**config.mk**
```make
export PLATFORM = sky130hd
export DESIGN_NAME = ebc_top
export DESIGN_NICKNAME = d
export VERILOG_FILES = /design/src/ebc_pkg.sv /design/src/ebc_top.sv
export SDC_FILE = /design/constraint.sdc
export NUM_CORES = 1
export LEC_CHECK = 0
export BUFFER_PORTS_ARGS = -buffer_cell sky130_fd_sc_hd__buf_2
export CORE_AREA = 5 5 157 159
export DETAILED_ROUTE_END_ITERATION = 12
export DIE_AREA = 0 0 162 164
export PLACE_DENSITY = 0.44
export SLEW_MARGIN = 20
export SYNTH_ARGS = -nofsm -noshare
export SYNTH_HDL_FRONTEND = slang
export SYNTH_SLANG_ARGS = --single-unit
```
**constraint.sdc**
```tcl
create_clock -name I_CLK -period 5 [get_ports I_CLK]
set_input_delay 1 -clock I_CLK [delete_from_list [all_inputs] [get_ports I_CLK]]
set_output_delay 1 -clock I_CLK [all_outputs]
set_load 0.02 [all_outputs]
```
**src/ebc_pkg.sv**
```systemverilog
// package for the equalizer boost control block: constants and types
package ebc_pkg;
  localparam int          EBC_CHANNELS     = 4;      // equalizer channels
  localparam int          EBC_CODE_W       = 3;      // pin code digits
  localparam int          EBC_FIELD_W      = 5;      // serial boost field
  localparam int          EBC_CHAIN_LEN    = 21;     // serial chain length
  localparam int          EBC_SYNC_STAGES  = 2;      // synchroniser depth
  // register byte offsets
  localparam logic [7:0]  EBC_CTRL_OFS     = 8'h00;  // power mask, rw
  localparam logic [7:0]  EBC_STATUS_OFS   = 8'h04;  // synced mode and enable_n levels, active channels, ro
  localparam logic [7:0]  EBC_BOOST_OFS    = 8'h08;  // effective boost, ro
  localparam logic [7:0]  EBC_CHAIN_OFS    = 8'h0C;  // shift chain, ro
  // field positions
  localparam int          EBC_ST_MODE_POS  = 0;      // synced mode level
  localparam int          EBC_ST_ENB_POS   = 1;      // synced enable_n
  localparam int          EBC_ST_ACT_POS   = 4;      // active channels
  // reset values
  localparam logic [3:0]  EBC_CTRL_RST     = 4'hF;   // all channels allowed
  localparam logic [31:0] EBC_RDATA_RST    = 32'h0000_0000;

  // pins that arrive from outside the clock domain
  typedef struct packed {
    logic [EBC_CHANNELS-1:0][EBC_CODE_W-1:0] boost_select_pins;
    logic [EBC_CHANNELS-1:0]                 channel_power_select;
    logic                                    mode;
    logic                                    serial_enable_n;
    logic                                    shift_clk;
    logic                                    serial_data_in;
  } ebc_pins_t;

  // effective boost level per channel
  typedef logic [EBC_CHANNELS-1:0][EBC_FIELD_W-1:0] ebc_boost_t;
endpackage

```
**src/ebc_top.sv**
```systemverilog
// equalizer boost control: pin codes, serial chain and ahb-lite registers
// Function
// pin code is unsigned, first pin most significant
// undriven boost-select pin reads as zero
// mode high allows serial chain programming
// mode low clears registers, uses pin codes
// chain shifts only while enable is low
// serial data sampled on shift clock rising
// serial out is input delayed 21 clocks
// power select low powers channel down
// system drives power select or ties high
// unused serial bus means mode held low
// host shift clock between 10 and 20 MHz; ebc_host drives it at 6.25 MHz
// serial boost value overrides pin code
// 21-bit word applied when enable rises; ebc_top latches only its low 20 bits, the top bit is not applied
// per-channel mux picks pins or serial field
`timescale 1ns/1ps
module ebc_top
  import ebc_pkg::*;
(
  input  wire logic             I_CLK,            // 50 MHz system clock
  input  wire logic             I_SYS_RST,        // async reset, high
  input  wire ebc_pkg::ebc_pins_t I_PINS,         // asynchronous pins
  input  wire logic             I_HSEL,           // ahb slave select
  input  wire logic [31:0]      I_HADDR,          // ahb address
  input  wire logic [1:0]       I_HTRANS,         // ahb transfer type
  input  wire logic             I_HWRITE,         // ahb write
  input  wire logic [2:0]       I_HSIZE,          // ahb size
  input  wire logic [31:0]      I_HWDATA,         // ahb write data
  input  wire logic             I_HREADY,         // ahb bus ready
  output logic                  o_HREADYOUT,      // slave ready
  output logic                  o_HRESP,          // slave response
  output logic [31:0]           o_HRDATA,         // read data
  output ebc_pkg::ebc_boost_t   o_BOOST_LEVEL,    // effective boost
  output logic [3:0]            o_CHANNEL_ACTIVE, // channel powered
  output logic [3:0]            o_INPUT_HIGH_Z,   // channel input hi-z
  output logic                  o_SERIAL_DATA_OUT // chain echo
);
  import ebc_pkg::*;

  // two-stage synchroniser for every pin, first stage read only by second
  ebc_pins_t                    sync1_q;          // first stage
  ebc_pins_t                    pins_q;           // usable pin levels
  logic                         sclk_prev_q;      // previous shift clock
  logic                         enb_prev_q;       // previous enable_n
  logic [EBC_CHAIN_LEN-1:0]     chain_q;          // serial shift chain
  logic [EBC_CHAIN_LEN-1:0]     chain_d;          // next chain value
  logic [EBC_CHANNELS*EBC_FIELD_W-1:0] applied_q; // applied serial word
  logic [EBC_CHANNELS*EBC_FIELD_W-1:0] applied_d; // next applied word
  ebc_boost_t                   boost_d;          // next effective boost
  logic [3:0]                   active_d;         // next active mask
  logic [3:0]                   ctrl_q;           // software power mask
  logic                         sdo_q;            // serial output flop
  logic [31:0]                  rdata_q;          // read data flop
  logic                         wr_pend_q;        // write data phase due
  logic [7:0]                   wr_addr_q;        // latched write offset

  // named decode terms
  wire logic sclk_rise   = pins_q.shift_clk & ~sclk_prev_q;
  wire logic enb_rise    = pins_q.serial_enable_n & ~enb_prev_q;
  wire logic serial_mode = pins_q.mode;
  wire logic shift_ev    = serial_mode & ~pins_q.serial_enable_n
                           & sclk_rise;
  wire logic apply_ev    = serial_mode & enb_rise;
  wire logic bus_req     = I_HSEL & I_HTRANS[1] & I_HREADY;
  wire logic rd_req      = bus_req & ~I_HWRITE;
  wire logic wr_req      = bus_req & I_HWRITE;
  wire logic [7:0] req_ofs = I_HADDR[7:0];
  wire logic ofs_hit     = (I_HADDR[31:8] == 24'h00_0000);

  // elaboration checks: the chain must carry every field, a pin code
  // must fit in its boost field, and the power mask is four bits wide
  if (EBC_CHANNELS * EBC_FIELD_W > EBC_CHAIN_LEN)
  begin : g_chain_chk
    $error("chain too short for all boost fields");
  end
  if (EBC_CODE_W > EBC_FIELD_W)
  begin : g_code_chk
    $error("pin code wider than boost field");
  end
  if (EBC_CHANNELS != 4)
  begin : g_chan_chk
    $error("power mask and outputs carry four channels");
  end

  // synchroniser and edge history
  always_ff @(posedge I_CLK or posedge I_SYS_RST)
  begin
    if (I_SYS_RST)
    begin
      sync1_q     <= '0;
      pins_q      <= '0;
      // enable_n idles high: start both stages there, so no false rise
      sync1_q.serial_enable_n <= 1'b1;
      pins_q.serial_enable_n  <= 1'b1;
      sclk_prev_q <= 1'b0;
      enb_prev_q  <= 1'b1;
    end
    else
    begin
      sync1_q     <= I_PINS;  // undriven pins arrive low via pull-down
      pins_q      <= sync1_q;
      sclk_prev_q <= pins_q.shift_clk;
      enb_prev_q  <= pins_q.serial_enable_n;
    end
  end

  // chain next value: clear in pin mode, shift on qualified edges
  always_comb
  begin
    chain_d = chain_q;
    if (!serial_mode)
      chain_d = '0;
    else if (shift_ev)
      chain_d = {chain_q[EBC_CHAIN_LEN-2:0],
                 pins_q.serial_data_in};  // see R3, see R5
  end

  // applied word latches the chain when enable rises
  always_comb
  begin
    applied_d = applied_q;
    if (!serial_mode)
      applied_d = '0;
    else if (apply_ev)
      applied_d = chain_q[EBC_CHANNELS*EBC_FIELD_W-1:0];
  end

  // per-channel source mux and power gating
  always_comb
  begin
    for (int ch = 0; ch < EBC_CHANNELS; ch++)
    begin
      if (serial_mode)
        boost_d[ch] = applied_q[ch*EBC_FIELD_W +: EBC_FIELD_W];
      else
        boost_d[ch] = {{(EBC_FIELD_W-EBC_CODE_W){1'b0}},
                       pins_q.boost_select_pins[ch]};  // see R1
      active_d[ch]  = pins_q.channel_power_select[ch] & ctrl_q[ch];
    end
  end

  // serial state and outputs
  always_ff @(posedge I_CLK or posedge I_SYS_RST)
  begin
    if (I_SYS_RST)
    begin
      chain_q          <= '0;
      applied_q        <= '0;
      sdo_q            <= 1'b0;
      o_BOOST_LEVEL    <= '0;
      o_CHANNEL_ACTIVE <= 4'h0;
      o_INPUT_HIGH_Z   <= 4'hF;
    end
    else
    begin
      chain_q          <= chain_d;
      applied_q        <= applied_d;
      sdo_q            <= chain_q[EBC_CHAIN_LEN-1];
      o_BOOST_LEVEL    <= boost_d;
      o_CHANNEL_ACTIVE <= active_d;
      o_INPUT_HIGH_Z   <= ~active_d;
    end
  end

  assign o_SERIAL_DATA_OUT = sdo_q;
  assign o_HREADYOUT       = 1'b1;  // zero wait states
  assign o_HRESP           = 1'b0;  // always okay
  assign o_HRDATA          = rdata_q;

  // read mux for the address phase
  wire logic [31:0] status_w = {24'h00_0000, o_CHANNEL_ACTIVE, 2'b00,
                                pins_q.serial_enable_n, serial_mode};
  wire logic [31:0] rd_mux =
    !ofs_hit                    ? 32'h0000_0000 :
    (req_ofs == EBC_CTRL_OFS)   ? {28'h000_0000, ctrl_q} :
    (req_ofs == EBC_STATUS_OFS) ? status_w :
    (req_ofs == EBC_BOOST_OFS)  ? {12'h000, o_BOOST_LEVEL} :
    (req_ofs == EBC_CHAIN_OFS)  ? {11'h000, chain_q} :
                                  32'h0000_0000;

  // ahb-lite slave: read data and write capture
  always_ff @(posedge I_CLK or posedge I_SYS_RST)
  begin
    if (I_SYS_RST)
    begin
      rdata_q   <= EBC_RDATA_RST;
      wr_pend_q <= 1'b0;
      wr_addr_q <= 8'h00;
      ctrl_q    <= EBC_CTRL_RST;
    end
    else
    begin
      if (rd_req)
        rdata_q <= rd_mux;
      if (I_HREADY)
      begin
        wr_pend_q <= wr_req & ofs_hit;
        wr_addr_q <= req_ofs;
      end
      if (wr_pend_q && wr_addr_q == EBC_CTRL_OFS)
        ctrl_q <= I_HWDATA[3:0];
    end
  end
endmodule // ebc_top

```
==> out/results.txt <==
# Post-CTS Setup Buffers - 0
# rows - 56
CP required - 5.31 ns
hold-critical path depth - 0
Synth cell types - 39
Area growth syn-to-layout - 25.7%
Post-synth EDFFs - 0
count of nets after finishing - 663
Hold Crit Class - register to register
critical path depth - 5
mapped cell area - 0.00568 mm²
CP Capture Type - register
post-route ant nets - 0
R2R depth - 2
slowest stage delay, CP - 0.71 ns
initial antenna violation count - 0
#FFs+latches synth - 146
Slew headroom - 0.378
Leakage - 0.00329 µW
antenna diode count - 0
die height - 164 µm
Total Routing Usage GR - 0.105
first-pass detailed-route iteration total - 4
final non-filler cell total - 871
gr ovfl total - 0
Top delay family on crit path - simple AND/OR/NAND/NOR gates
Clock Latency Late Sink - 0.41 ns
slowest cell on the critical path - nor4_2
Critical Path Start Type - primary input
Crit Path Max Fanout - 12
CTS Buf Count - 17
RePlAce Congestion - 0.742
Final Cycle Share - 0.484
CTS tree - yes
starting density of the core - 0.246
register area share after synthesis - 0.646
commonest non-fill, non-tap cell in the layout - dfrtp_1
final core occ - 0.309
Max rail drop VDD - 227 µV
Power Density - 395 mW/mm²
first-pass GRT wire length - 21800 µm
die area - 0.0266 mm²
total clock sinks - 146
CP Class - primary input to register
final slew viol count - 0
Syn Area/Cell - 12.3 µm²
most frequent cells in the layout - dfrtp_1, buf_2, nand2_1
hold buffers post-CTS - 0
dpl cells - 840
ys async rst share - 1.00
Max clock buf depth - 2
total negative slack - 0 ns
fraction of layout cells with a size suffix above 1 - 0.349
worst path cell trace - buf_2 -> nor4_2 -> and2_4 -> nand4_4 -> o31ai_1
H-Tree Depth - 4
Worst EP arrival - 2.73 ns
# DRC - 0
core area - 0.0231 mm²
Fin. Hold Viols - 0
post-DR wirelength/cell - 15.3 µm
RSZ-0062 raised after global routing - false
Max Fclk - 413 MHz
Primary FF master, synth - dfrtp_1
post_cts resized - 0
final WL - 13300 µm
largest net degree at the start of global routing - 63
CP Buf/Inv Count - 1
Top-Level Pins - 157
Setup Skew - 0.00957 ns
vias in the first global route - 3868
via count - 3700
Mapped Cells - 462
max_cap viols - 0
Synth Warn # - 0
vias per cell - 4.25
hpwl dp - 9180 µm
DRT iter0 DRCs - 261
clock slew at reported path FFs - 0.06 ns
Worst-Margin Slew - 0.933 ns
root buffer cell - clkbuf_16
die width - 162 µm
PortBufs - 111
status - completed
minimum clock period - 2.42 ns
final setup fails - 0
==> cell families after synthesis <==
| family | after synthesis | share of synthesized area |
|---|---|---|
| AOI/OAI and AO/OA | 71 | 0.104 |
| buffers and inverters | 46 | 0.0412 |
| DFF | 146 | 0.646 |
| muxes | 40 | 0.0782 |
| other | 2 | 0.00132 |
| and+or+nand+nor | 157 | 0.130 |
==> routing by layer <==
metal  global-route usage  vias up  wire length, µm  part of all wire
met5                    0        -                0                 0
met4               0.0384        0              187             0.014
met3               0.0319       15              693             0.052
met2                0.163       96             6190              0.46
met1                0.140     1837             6280              0.47
li1                     -     1752                -                 -
==> stage by stage <==
stage | power [µW] | cell area (µm²) | hold WS, ns | setup slack (ns)
6_report | 2820 | 7140 | 0.349 | 2.58
5_1_grt | 2930 | 7140 | 0.357 | 2.48
4_1_cts | 2850 | 7140 | 0.351 | 2.64
3_5_place_dp | 1420 | 6470 | 0.336 | 2.21
3_3_place_gp | 1410 | 6470 | 0.333 | 2.25
2_1_floorplan | 1360 | 5720 | 0.331 | 0.0952
==> registers in the layout (all words and copies together), names as in the netlist <==
signal and count:
o_CHANNEL_ACTIVE 4, ctrl_q 4, sync1_q 20, applied_q 20, sclk_prev_q 1, serial_mode 1
o_SERIAL_DATA_OUT 1, chain_q 21, wr_addr_q 8, wr_pend_q 1, o_HRDATA 21, enb_prev_q 1
o_INPUT_HIGH_Z 4, o_BOOST_LEVEL 20, pins_q 19
==> layout make-up <==
class | instances | area, µm²
well taps | 290 | 363
clock inverters | 11 | 199
repair buffers | 116 | 593
inverters | 7 | 31.3
flip-flops and latches | 146 | 3670
fillers | 2357 | 16000
multi-input cells | 281 | 1820
clock buffers | 20 | 467
==> worst reg2reg max path, stage by stage (launching register included) <==
cell	delay, ns
dfrtp_1	0.95
buf_4	0.43
mux2_2	0.38
==> synth_stat cells (2+ instances only) <==
cell      instances  area share
dfrtp_1         135        0.60
nand2_1         108       0.071
a21boi_0         41       0.054
mux2_2           25       0.050
clkbuf_1         21       0.014
buf_4            14       0.019
mux2i_1          14       0.025
dfstp_2          11       0.051
o31ai_1          10       0.013
and2_1            9      0.0099
o31ai_2           9       0.020
nor2_1            8      0.0053
inv_1             7      0.0046
nor4_1            6      0.0066
nand2b_1          5      0.0055
nand3_1           5      0.0044
a32oi_1           4      0.0062
a31oi_1           2      0.0022
buf_1             2      0.0013
conb_1            2      0.0013
nand4_1           2      0.0022
nand4b_1          2      0.0031
nor2b_1           2      0.0022
o21ai_0           2      0.0018
or4_4             2      0.0040
==> path summary, 6_finish.rpt <==
check	from	end	slack [ns]
worst max-delay path	I_HADDR[5]	o_HRDATA[18]$_DFFE_PP0P_	2.58
worst min-delay path	sync1_q[3]$_DFF_PP0_	serial_mode$_DFF_PP0_	0.35
worst max register to register	serial_mode$_DFF_PP0_	o_BOOST_LEVEL[15]$_DFF_PP0_	3.12
worst min register to register	sync1_q[3]$_DFF_PP0_	serial_mode$_DFF_PP0_	0.35
max in group asynchronous	I_SYS_RST	o_BOOST_LEVEL[15]$_DFF_PP0_	3.33
min in group asynchronous	I_SYS_RST	sync1_q[11]$_DFF_PP0_	0.64
==> power by group <==
part	leakage, µW	internal, µW	switching [µW]	total (µW)
clock	0.000327	929	498	1430
combinational	0.00108	53.7	95.4	149
sequential	0.00188	1220	18.8	1240
total	0.00329	2200	612	2820
Power figures use the tool's default switching activity.
